===== src/rsd_pkg.sv =====
// Constants, types and register map of the register subtract datapath
package rsd_pkg;

  // ------------------------------------------------------------
  // Datapath widths
  // ------------------------------------------------------------
  localparam int ACC_W    = 40;
  localparam int AUX_W    = 16;
  localparam int NAR_MSB  = 31;
  localparam int K4_W     = 4;
  localparam int CODE_W   = 4;
  localparam int RPT_W    = 8;
  localparam int N_ACC    = 4;
  localparam int N_AUX    = 12;
  localparam int AUX_CODE = 4;

  // ------------------------------------------------------------
  // Register map (byte addresses, low address byte decoded)
  // ------------------------------------------------------------
  localparam logic [7:0] CTRL_OFS   = 8'h00;
  localparam logic [7:0] STAT_OFS   = 8'h04;
  localparam logic [7:0] CMD_OFS    = 8'h08;
  localparam logic [7:0] OPND_OFS   = 8'h0C;
  localparam logic [7:0] INSTR_OFS  = 8'h10;
  localparam logic [7:0] ACCLO_BASE = 8'h40;
  localparam logic [7:0] ACCHI_BASE = 8'h50;
  localparam logic [7:0] AUX_BASE   = 8'h80;
  localparam logic [7:0] AUX_LAST   = 8'hAC;

  // ------------------------------------------------------------
  // Field positions
  // ------------------------------------------------------------
  localparam int CTL_SEXT  = 0;
  localparam int CTL_WIDE  = 1;
  localparam int CTL_DSAT  = 2;
  localparam int CTL_ASAT  = 3;
  localparam int CTL_LEG   = 4;
  localparam int ST_CARRY  = 0;
  localparam int ST_BUSY   = 1;
  localparam int ST_ACOV   = 4;
  localparam int CMD_FORM  = 0;
  localparam int CMD_DST   = 4;
  localparam int CMD_SRC   = 8;
  localparam int CMD_K4    = 12;
  localparam int CMD_RPT   = 16;
  localparam int INS_SRC   = 0;
  localparam int INS_DST   = 4;
  localparam int INS_IMM   = 8;
  localparam int INS_OPC   = 24;

  // Fixed first byte of the long immediate encoding
  localparam logic [7:0] LONG_IMM_OPC = 8'h7C;

  // ------------------------------------------------------------
  // Saturation bounds
  // ------------------------------------------------------------
  localparam logic [39:0] SAT_W_POS = 40'h7F_FFFF_FFFF;
  localparam logic [39:0] SAT_W_NEG = 40'h80_0000_0000;
  localparam logic [39:0] SAT_N_POS = 40'h00_7FFF_FFFF;
  localparam logic [39:0] SAT_N_NEG = 40'hFF_8000_0000;
  localparam logic [15:0] SAT_A_POS = 16'h7FFF;
  localparam logic [15:0] SAT_A_NEG = 16'h8000;

  typedef enum logic [1:0] {FORM_REG, FORM_K4, FORM_K16, FORM_MEM} rsd_form_e;
  typedef enum logic {RUN_IDLE, RUN_EXEC} rsd_run_e;

  typedef struct packed {
    logic legacy;
    logic asat;
    logic dsat;
    logic wide;
    logic sext;
  } rsd_mode_s;

  typedef struct packed {
    rsd_form_e         form;
    logic [CODE_W-1:0] dst;
    logic [CODE_W-1:0] src;
    logic [K4_W-1:0]   k4;
    logic [AUX_W-1:0]  opnd;
    logic [RPT_W-1:0]  rpt;
  } rsd_cmd_s;

  typedef struct packed {
    logic       valid;
    logic       write;
    logic [7:0] addr;
  } rsd_dph_s;

endpackage


===== src/rsd_addr_alu.sv =====
// 16-bit address-unit subtractor with overflow detect and saturation
`timescale 1ns/1ps
module rsd_addr_alu
  import rsd_pkg::*;
#(
  parameter int W = AUX_W
) (
  input  wire logic [W-1:0] opa_i,
  input  wire logic [W-1:0] opb_i,
  input  wire logic         sat_i,
  output logic      [W-1:0] res_o,
  output logic              ovf_o
);

  // ------------------------------------------------------------
  // Narrow subtraction
  // ------------------------------------------------------------
  logic [W-1:0] diff;

  // Wraps in W bits; overflow comes from sign of operands and result
  always_comb begin
    diff  = opa_i - opb_i;
    ovf_o = (opa_i[W-1] ^ opb_i[W-1]) & (opa_i[W-1] ^ diff[W-1]);
    res_o = diff;
    if (ovf_o && sat_i) begin
      // Direction follows the minuend sign: only it can be right
      res_o = opa_i[W-1] ? SAT_A_NEG : SAT_A_POS;
    end
  end

endmodule // rsd_addr_alu


===== src/rsd_sub_core.sv =====
// Register subtract datapath with AHB-Lite register slave
//
// Local design decisions: the address map and the AHB-Lite register port.
`timescale 1ns/1ps
module rsd_sub_core
  import rsd_pkg::*;
(
  input  wire logic        clk_sys_i,
  input  wire logic        sys_rst_i,
  input  wire logic        hsel_i,
  input  wire logic [31:0] haddr_i,
  input  wire logic [1:0]  htrans_i,
  input  wire logic        hwrite_i,
  input  wire logic [2:0]  hsize_i,
  input  wire logic [31:0] hwdata_i,
  input  wire logic        hready_i,
  output logic      [31:0] hrdata_o,
  output logic             hreadyout_o,
  output logic             hresp_o,
  output logic             busy_o
);

  // ------------------------------------------------------------
  // Module state
  // ------------------------------------------------------------
  typedef struct packed {
    rsd_mode_s                    mode;
    logic                         carry;
    logic [N_ACC-1:0]             acov;
    rsd_run_e                     run;
    rsd_cmd_s                     cmd;
    logic [N_ACC-1:0][ACC_W-1:0]  acc;
    logic [N_AUX-1:0][AUX_W-1:0]  aux;
    rsd_dph_s                     dph;
    logic [31:0]                  rdata;
  } rsd_state_s;

  rsd_state_s st_reg;
  rsd_state_s st_next;

  // ------------------------------------------------------------
  // Helper functions
  // ------------------------------------------------------------

  // True when a register code names an accumulator
  function automatic logic is_acc(input logic [CODE_W-1:0] code);
    is_acc = (code < CODE_W'(N_ACC));
  endfunction

  // Index of a 16-bit register within the auxiliary array
  function automatic logic [CODE_W-1:0] aux_idx(input logic [CODE_W-1:0] code);
    aux_idx = code - CODE_W'(AUX_CODE);
  endfunction

  // Widen a 16-bit word, sign or zero extension per mode
  function automatic logic [ACC_W-1:0] ext16(input logic [AUX_W-1:0] v,
                                             input logic sext);
    ext16 = {{(ACC_W-AUX_W){sext & v[AUX_W-1]}}, v};
  endfunction

  // Low 16 bits of any register
  function automatic logic [AUX_W-1:0] low16(input rsd_state_s s,
                                             input logic [CODE_W-1:0] code);
    if (is_acc(code)) begin
      low16 = s.acc[code[1:0]][AUX_W-1:0];
    end else begin
      low16 = s.aux[aux_idx(code)];
    end
  endfunction

  // Any register seen as a 40-bit data operand
  function automatic logic [ACC_W-1:0] full40(input rsd_state_s s,
                                              input logic [CODE_W-1:0] code);
    if (is_acc(code)) begin
      full40 = s.acc[code[1:0]];
    end else begin
      full40 = ext16(s.aux[aux_idx(code)], s.mode.sext);
    end
  endfunction

  // Slot of a 16-bit register in the bus map; the window base is word aligned,
  // so the word index fits the register code width without a wide index
  function automatic logic [CODE_W-1:0] aux_slot(input logic [7:0] a);
    logic [7:0] rel;
    rel      = a - AUX_BASE;
    aux_slot = rel[CODE_W+1:2];
  endfunction

  // ------------------------------------------------------------
  // Operand selection
  // ------------------------------------------------------------
  logic [CODE_W-1:0] a_code;
  logic              dst_acc;
  logic [ACC_W-1:0]  opa40;
  logic [ACC_W-1:0]  opb40;
  logic [AUX_W-1:0]  opa16;
  logic [AUX_W-1:0]  opb16;

  // Register and short forms take the destination as minuend
  always_comb begin
    dst_acc = is_acc(st_reg.cmd.dst);
    if (st_reg.cmd.form == FORM_REG || st_reg.cmd.form == FORM_K4) begin
      a_code = st_reg.cmd.dst;
    end else begin
      a_code = st_reg.cmd.src;
    end
    opa40 = full40(st_reg, a_code);
    opa16 = low16(st_reg, a_code);
    case (st_reg.cmd.form)
      FORM_REG: begin
        opb40 = full40(st_reg, st_reg.cmd.src);
        opb16 = low16(st_reg, st_reg.cmd.src);
      end
      FORM_K4: begin
        opb40 = ACC_W'(st_reg.cmd.k4);
        opb16 = AUX_W'(st_reg.cmd.k4);
      end
      FORM_K16: begin
        opb40 = ext16(st_reg.cmd.opnd, st_reg.mode.sext);
        opb16 = st_reg.cmd.opnd;
      end
      default: begin
        opb40 = ext16(st_reg.cmd.opnd, st_reg.mode.sext);
        opb16 = st_reg.cmd.opnd;
      end
    endcase
  end

  // ------------------------------------------------------------
  // Data-unit subtractor, 40 bits
  // ------------------------------------------------------------
  logic [ACC_W:0]   diff41;
  logic [NAR_MSB+1:0] diff33;
  logic             ovf_w;
  logic             ovf_n;
  logic             acc_ovf;
  logic             acc_carry;
  logic [ACC_W-1:0] acc_res;

  // Both widths are formed; the mode picks which one reports
  always_comb begin
    diff41 = {1'b0, opa40} - {1'b0, opb40};
    diff33 = {1'b0, opa40[NAR_MSB:0]} - {1'b0, opb40[NAR_MSB:0]};
    ovf_w  = (opa40[ACC_W-1] ^ opb40[ACC_W-1]) &
             (opa40[ACC_W-1] ^ diff41[ACC_W-1]);
    ovf_n  = (opa40[NAR_MSB] ^ opb40[NAR_MSB]) &
             (opa40[NAR_MSB] ^ diff41[NAR_MSB]);
    if (st_reg.mode.wide) begin
      acc_ovf   = ovf_w;
      acc_carry = ~diff41[ACC_W];
    end else begin
      // Narrow reporting keeps results of the earlier generation
      acc_ovf   = ovf_n;
      acc_carry = ~diff33[NAR_MSB+1];
    end
    acc_res = diff41[ACC_W-1:0];
    if (acc_ovf && st_reg.mode.dsat) begin
      if (st_reg.mode.wide) begin
        acc_res = opa40[ACC_W-1] ? SAT_W_NEG : SAT_W_POS;
      end else begin
        acc_res = opa40[NAR_MSB] ? SAT_N_NEG : SAT_N_POS;
      end
    end
  end

  // ------------------------------------------------------------
  // Address-unit subtractor, 16 bits
  // ------------------------------------------------------------
  logic [AUX_W-1:0] aux_res;
  logic             aux_ovf;

  rsd_addr_alu #(
    .W (AUX_W)
  ) u_addr_alu (
    .opa_i (opa16),
    .opb_i (opb16),
    .sat_i (st_reg.mode.asat),
    .res_o (aux_res),
    .ovf_o (aux_ovf)
  );

  // ------------------------------------------------------------
  // Next-state logic: bus writes, execution, bus reads
  // ------------------------------------------------------------
  logic [N_ACC-1:0] acov_clr;
  logic [N_ACC-1:0] acov_set;
  logic [7:0]       wa;
  logic [7:0]       ra;
  logic [31:0]      wd;

  always_comb begin
    st_next  = st_reg;
    acov_clr = '0;
    acov_set = '0;
    wa       = st_reg.dph.addr;
    wd       = hwdata_i;
    ra       = haddr_i[7:0];

    // Data phase of a write; loading a command is refused while busy
    if (st_reg.dph.valid && st_reg.dph.write) begin
      if (wa == CTRL_OFS) begin
        st_next.mode.sext   = wd[CTL_SEXT];
        st_next.mode.wide   = wd[CTL_WIDE];
        st_next.mode.dsat   = wd[CTL_DSAT];
        st_next.mode.asat   = wd[CTL_ASAT];
        st_next.mode.legacy = wd[CTL_LEG];
      end else if (wa == STAT_OFS) begin
        acov_clr = wd[ST_ACOV +: N_ACC];
      end else if (wa == CMD_OFS && st_reg.run == RUN_IDLE) begin
        st_next.cmd.form = rsd_form_e'(wd[CMD_FORM +: 2]);
        st_next.cmd.dst  = wd[CMD_DST +: CODE_W];
        st_next.cmd.src  = wd[CMD_SRC +: CODE_W];
        st_next.cmd.k4   = wd[CMD_K4 +: K4_W];
        st_next.cmd.rpt  = wd[CMD_RPT +: RPT_W];
        st_next.run      = RUN_EXEC;
      end else if (wa == OPND_OFS && st_reg.run == RUN_IDLE) begin
        st_next.cmd.opnd = wd[AUX_W-1:0];
      end else if (wa == INSTR_OFS && st_reg.run == RUN_IDLE) begin
        // Only the long immediate encoding is accepted here
        if (wd[INS_OPC +: 8] == LONG_IMM_OPC) begin
          st_next.cmd.form = FORM_K16;
          st_next.cmd.opnd = wd[INS_IMM +: AUX_W];
          st_next.cmd.dst  = wd[INS_DST +: CODE_W];
          st_next.cmd.src  = wd[INS_SRC +: CODE_W];
          st_next.cmd.rpt  = '0;
          st_next.run      = RUN_EXEC;
        end
      end else if (st_reg.run == RUN_IDLE) begin
        // Register file writes; busy writes would race the datapath
        if (wa[7:4] == ACCLO_BASE[7:4]) begin
          st_next.acc[wa[3:2]][31:0] = wd;
        end else if (wa[7:4] == ACCHI_BASE[7:4]) begin
          st_next.acc[wa[3:2]][ACC_W-1:32] = wd[ACC_W-33:0];
        end else if (wa >= AUX_BASE && wa <= AUX_LAST) begin
          st_next.aux[aux_slot(wa)] = wd[AUX_W-1:0];
        end
      end
    end

    // One iteration per cycle; register and short forms re-read the updated destination
    case (st_reg.run)
      RUN_IDLE: begin
      end
      RUN_EXEC: begin
        if (dst_acc) begin
          st_next.acc[st_reg.cmd.dst[1:0]] = acc_res;
          st_next.carry = acc_carry;
          acov_set[st_reg.cmd.dst[1:0]] = acc_ovf;
        end else begin
          st_next.aux[aux_idx(st_reg.cmd.dst)] = aux_res;
        end
        if (st_reg.cmd.rpt == '0) begin
          st_next.run = RUN_IDLE;
        end else begin
          st_next.cmd.rpt = st_reg.cmd.rpt - RPT_W'(1);
        end
      end
      default: begin
        st_next.run = RUN_IDLE;
      end
    endcase

    // A new overflow beats a clear in the same cycle
    st_next.acov = (st_reg.acov & ~acov_clr) | acov_set;

    // Address phase capture; a read sees this cycle's updates
    st_next.dph.valid = 1'b0;
    if (hsel_i && hready_i && htrans_i[1]) begin
      st_next.dph.valid = 1'b1;
      st_next.dph.write = hwrite_i;
      st_next.dph.addr  = ra;
      if (!hwrite_i) begin
        st_next.rdata = '0;
        if (ra == CTRL_OFS) begin
          st_next.rdata[CTL_SEXT] = st_next.mode.sext;
          st_next.rdata[CTL_WIDE] = st_next.mode.wide;
          st_next.rdata[CTL_DSAT] = st_next.mode.dsat;
          st_next.rdata[CTL_ASAT] = st_next.mode.asat;
          st_next.rdata[CTL_LEG]  = st_next.mode.legacy;
        end else if (ra == STAT_OFS) begin
          st_next.rdata[ST_CARRY] = st_next.carry;
          st_next.rdata[ST_BUSY]  = (st_next.run == RUN_EXEC);
          st_next.rdata[ST_ACOV +: N_ACC] = st_next.acov;
        end else if (ra == CMD_OFS) begin
          st_next.rdata[CMD_FORM +: 2]    = st_next.cmd.form;
          st_next.rdata[CMD_DST +: CODE_W] = st_next.cmd.dst;
          st_next.rdata[CMD_SRC +: CODE_W] = st_next.cmd.src;
          st_next.rdata[CMD_K4 +: K4_W]   = st_next.cmd.k4;
          st_next.rdata[CMD_RPT +: RPT_W] = st_next.cmd.rpt;
        end else if (ra == OPND_OFS) begin
          st_next.rdata[AUX_W-1:0] = st_next.cmd.opnd;
        end else if (ra[7:4] == ACCLO_BASE[7:4]) begin
          st_next.rdata = st_next.acc[ra[3:2]][31:0];
        end else if (ra[7:4] == ACCHI_BASE[7:4]) begin
          st_next.rdata[ACC_W-33:0] = st_next.acc[ra[3:2]][ACC_W-1:32];
        end else if (ra >= AUX_BASE && ra <= AUX_LAST) begin
          st_next.rdata[AUX_W-1:0] = st_next.aux[aux_slot(ra)];
        end
      end
    end
  end

  // ------------------------------------------------------------
  // State register
  // ------------------------------------------------------------

  // Whole state resets to zero, idle, nothing in flight
  always_ff @(posedge clk_sys_i or posedge sys_rst_i) begin
    if (sys_rst_i) begin
      st_reg <= '0;
    end else begin
      st_reg <= st_next;
    end
  end

  // ------------------------------------------------------------
  // Outputs
  // ------------------------------------------------------------

  // Zero-wait slave; every response OKAY, unmapped reads give zero
  assign hrdata_o    = st_reg.rdata;
  assign hreadyout_o = 1'b1;
  assign hresp_o     = 1'b0;
  assign busy_o      = (st_reg.run == RUN_EXEC);

endmodule // rsd_sub_core


===== config.mk =====
export PLATFORM = sky130hd
export DESIGN_NAME = rsd_sub_core
export DESIGN_NICKNAME = d
export VERILOG_FILES = /design/src/rsd_pkg.sv /design/src/rsd_addr_alu.sv /design/src/rsd_sub_core.sv
export SDC_FILE = /design/constraint.sdc
export NUM_CORES = 2
export LEC_CHECK = 0
export BUFFER_PORTS_ARGS = -buffer_cell sky130_fd_sc_hd__buf_2
export CORE_ASPECT_RATIO = 0.7
export CORE_MARGIN = 8
export CORE_UTILIZATION = 30
export DETAILED_ROUTE_END_ITERATION = 8
export PLACE_DENSITY = 0.58
export SYNTH_ARGS = -nofsm -noshare
export SYNTH_HDL_FRONTEND = slang
export SYNTH_HIERARCHICAL = 1
export SYNTH_SLANG_ARGS = --single-unit

===== constraint.sdc =====
create_clock -name clk_sys_i -period 12.3 [get_ports clk_sys_i]
set_input_delay 0 -clock clk_sys_i [delete_from_list [all_inputs] [get_ports clk_sys_i]]
set_output_delay 0 -clock clk_sys_i [all_outputs]
set_load 0.01 [all_outputs]

==> results_dict.tcl <==
set metrics [dict create \
    min_to "wa[2]" \
    syn2layout_area_growth_pct 10.99 \
    drive_gt1_share_pct 14.83 \
    cp.arrival_ns 9.40 \
    htree_levels 2 \
    cts.sinks 443 \
    setup_viol 0 \
    drt-total-wl_um 152100 \
    grt_pass1_vias 31460 \
    outcome "complete, no violations" \
    dieArea_um2 127300 \
    worstSetupEndpointType "flop" \
    switchingPower_mw 3.773 \
    drv_slew 0 \
    wl_per_cell_um 27.45 \
    cts_made_buffers 51 \
    seq_area_um2 11090 \
    swShare_pct 44.83 \
    min_from "hready_i" \
    die_h_um 300.9 \
    hp-class "input pin to flop" \
    drt_iter0_markers 4627 \
    start_util_pct 30.24 \
    fin_nets 4093 \
    peakVddDrop_v 0.0001455 \
    gr-total-overflow 0 \
    fmaxAchievable_mhz 112.2 \
    power.density_nw_per_um2 218.0 \
    pwr-share-seq_pct 30.5 \
    largest_register_ffs 402 \
    cts_root_buf "clkbuf_16" \
    critPathSlowestCell "o21ai_0" \
    critPathRequiredTime_ns 12.79 \
    setup_tns_ns 0 \
    cts_tree "yes" \
    relSlewSlack_pct 10.37 \
    post-route-period-util_pct 72.47 \
    drc 0 \
    combPwrFrac_pct 50.2 \
    clk_pin_slew_ns 0.06 \
    num_rows 104 \
    max_stage_delay_ns 0.82 \
    whs_path_depth 3 \
    worstSetupPathType "flop to flop" \
    clk_path_buf_depth 3 \
    crit_chain "buf_4 > mux2i_4 > buf_4 > ha_2 > mux4_2 > nor2_1 > a21oi_1 > nor2b_1 > nor2_2 > buf_4 > a21oi_1 > ha_1 > a21oi_1 > o21ai_0 > a2111oi_0 > o2bb2ai_1 > a31o_2 > a41oi_2 > mux2i_4 > nand2_2 > o21ai_0 > o21ai_0 > a222oi_1 > o211ai_1" \
    avgSynthCellArea_um2 8.588 \
    post-dp-hpwl_um 102700 \
    path_buf_inv 3 \
    synth_area_um2 34790 \
    power_leakage_nw 17.16 \
    io_buffers 78 \
    r2r_cells 24 \
    fillers 12041 \
    reg2reg_to "hrdata_o[21]" \
    grt_max_degree 69 \
    vias_per_cell 6.118 \
    place_ws_ns 3.761 \
    vias 33895 \
    worst_slew_pin_slew_ns 1.339 \
    layout_setup_ws_ns 3.386 \
    cts_resized 0 \
    cap_viol_max_count 0 \
    multi_input_area_um2 21940 \
    gp_congestion 0.9739 \
    min_period_ns 8.914 \
    antenna_found_initial 7 \
    r2r_slack_ns 3.39 \
    final_hold_viol_count 0 \
    skew_ns 0.04270 \
    start_kind "flop" \
    crit_family "compound AO/OA/AOI/OAI gates" \
    antenna_left 0 \
    grt_pass1_wl_um 220700 \
    track_usage_pct 22.71 \
    io_pins 109 \
    die_w_um 423.0 \
    cp_max_fo 38 \
    ys_warn_count 6 \
    p_int_mw 4.643 \
    clkLatencyLatePin_ns 0.65 \
    rsz0062_at_grt "false" \
    first_pass_iters 6 \
    clkPwrFrac_pct 19.3 \
    worstReg2RegStart "st_reg[431]" \
    synth_cells 4051 \
    synth_nets 4186 \
    core_um2 115000 \
]
[metrics by stage]
stage	instance area [um^2]	hold slack, ns	cells	total power, mW	utilization [%]
global placement	36430	0.07029	5395	6.549	31.67
CTS	38600	0.01160	5535	8.264	33.56
detailed placement	36430	0.06512	5395	6.622	31.67
global route	38600	0.09100	5536	8.857	33.56
floorplan	34790	0.1506	4051	5.452	-
finish	38610	0.02874	5540	8.417	33.57
[worst reg2reg max path, stage by stage, from the launching register on]
cell       delay [ns]
dfrtp_2          0.43
buf_4            0.47
mux2i_4          0.32
buf_4            0.49
ha_2             0.73
mux4_2           0.41
nor2_1           0.06
a21oi_1          0.41
nor2b_1          0.13
nor2_2           0.10
buf_4            0.31
a21oi_1          0.12
ha_1             0.46
a21oi_1          0.27
o21ai_0          0.11
a2111oi_0        0.54
o2bb2ai_1        0.11
a31o_2           0.30
a41oi_2          0.43
mux2i_4          0.72
nand2_2          0.33
o21ai_0          0.82
o21ai_0          0.28
a222oi_1         0.29
o211ai_1         0.13
[what timing repair did]
| item | CTS | global route |
|---|---|---|
| endpoints found under the hold margin | 259 | 0 |
| hold buffers | 47 | 0 |
| setup buffers | 0 | 0 |
[how the worst max path moves through the flow]
stage                 from            to  slack [ns]  cells past startpoint
4_1_cts        st_reg[431]  hrdata_o[21]        3.73                     24
3_5_place_dp   st_reg[431]  hrdata_o[21]        3.76                     24
6_report       st_reg[431]  hrdata_o[21]        3.39                     24
2_1_floorplan  st_reg[422]  hrdata_o[25]        5.72                     25
3_3_place_gp   st_reg[431]  hrdata_o[19]        3.93                     25
5_1_grt        st_reg[431]  hrdata_o[21]        3.02                     24
[final cells by class]
class                           count  share of cell area, %
Multi-Input combinational cell   3157                  56.81
Sequential cell                   443                  28.73
Tap cell                         1537                  4.980
Timing Repair Buffer              233                  4.329
Clock buffer                       74                  3.736
Inverter                           72                 0.7226
Clock inverter                     19                 0.6578
Antenna cell                        5                0.03240
[power groups by stage]
stage | sequential, mW | combinational, mW | clock, mW
floorplan | 2.37 | 3.09 | 0
global placement | 2.52 | 4.02 | 0
detailed placement | 2.55 | 4.07 | 0
CTS | 2.53 | 4.10 | 1.63
global route | 2.62 | 4.55 | 1.69
finish | 2.57 | 4.23 | 1.62
[metal layers]
metal  track usage (%)  wire length [um]
met5            0.7952               151
met4             7.024              5050
met3             8.110             20970
met2             31.34             60650
met1             32.75             65280
[placed cells by master, fill, tap and decap left out, types with 51 or more instances in the layout]
cell type / count
nand2_1: 656
dfrtp_1: 440
mux2i_1: 336
nor2_1: 321
a21oi_1: 321
o21ai_0: 274
nand3_1: 210
mux4_2: 150
buf_4: 108
mux2_2: 82
buf_2: 78
a21o_1: 69
inv_1: 67
ha_1: 58
nor3_1: 53
clkbuf_16: 51
Power figures use the tool's default switching activity.
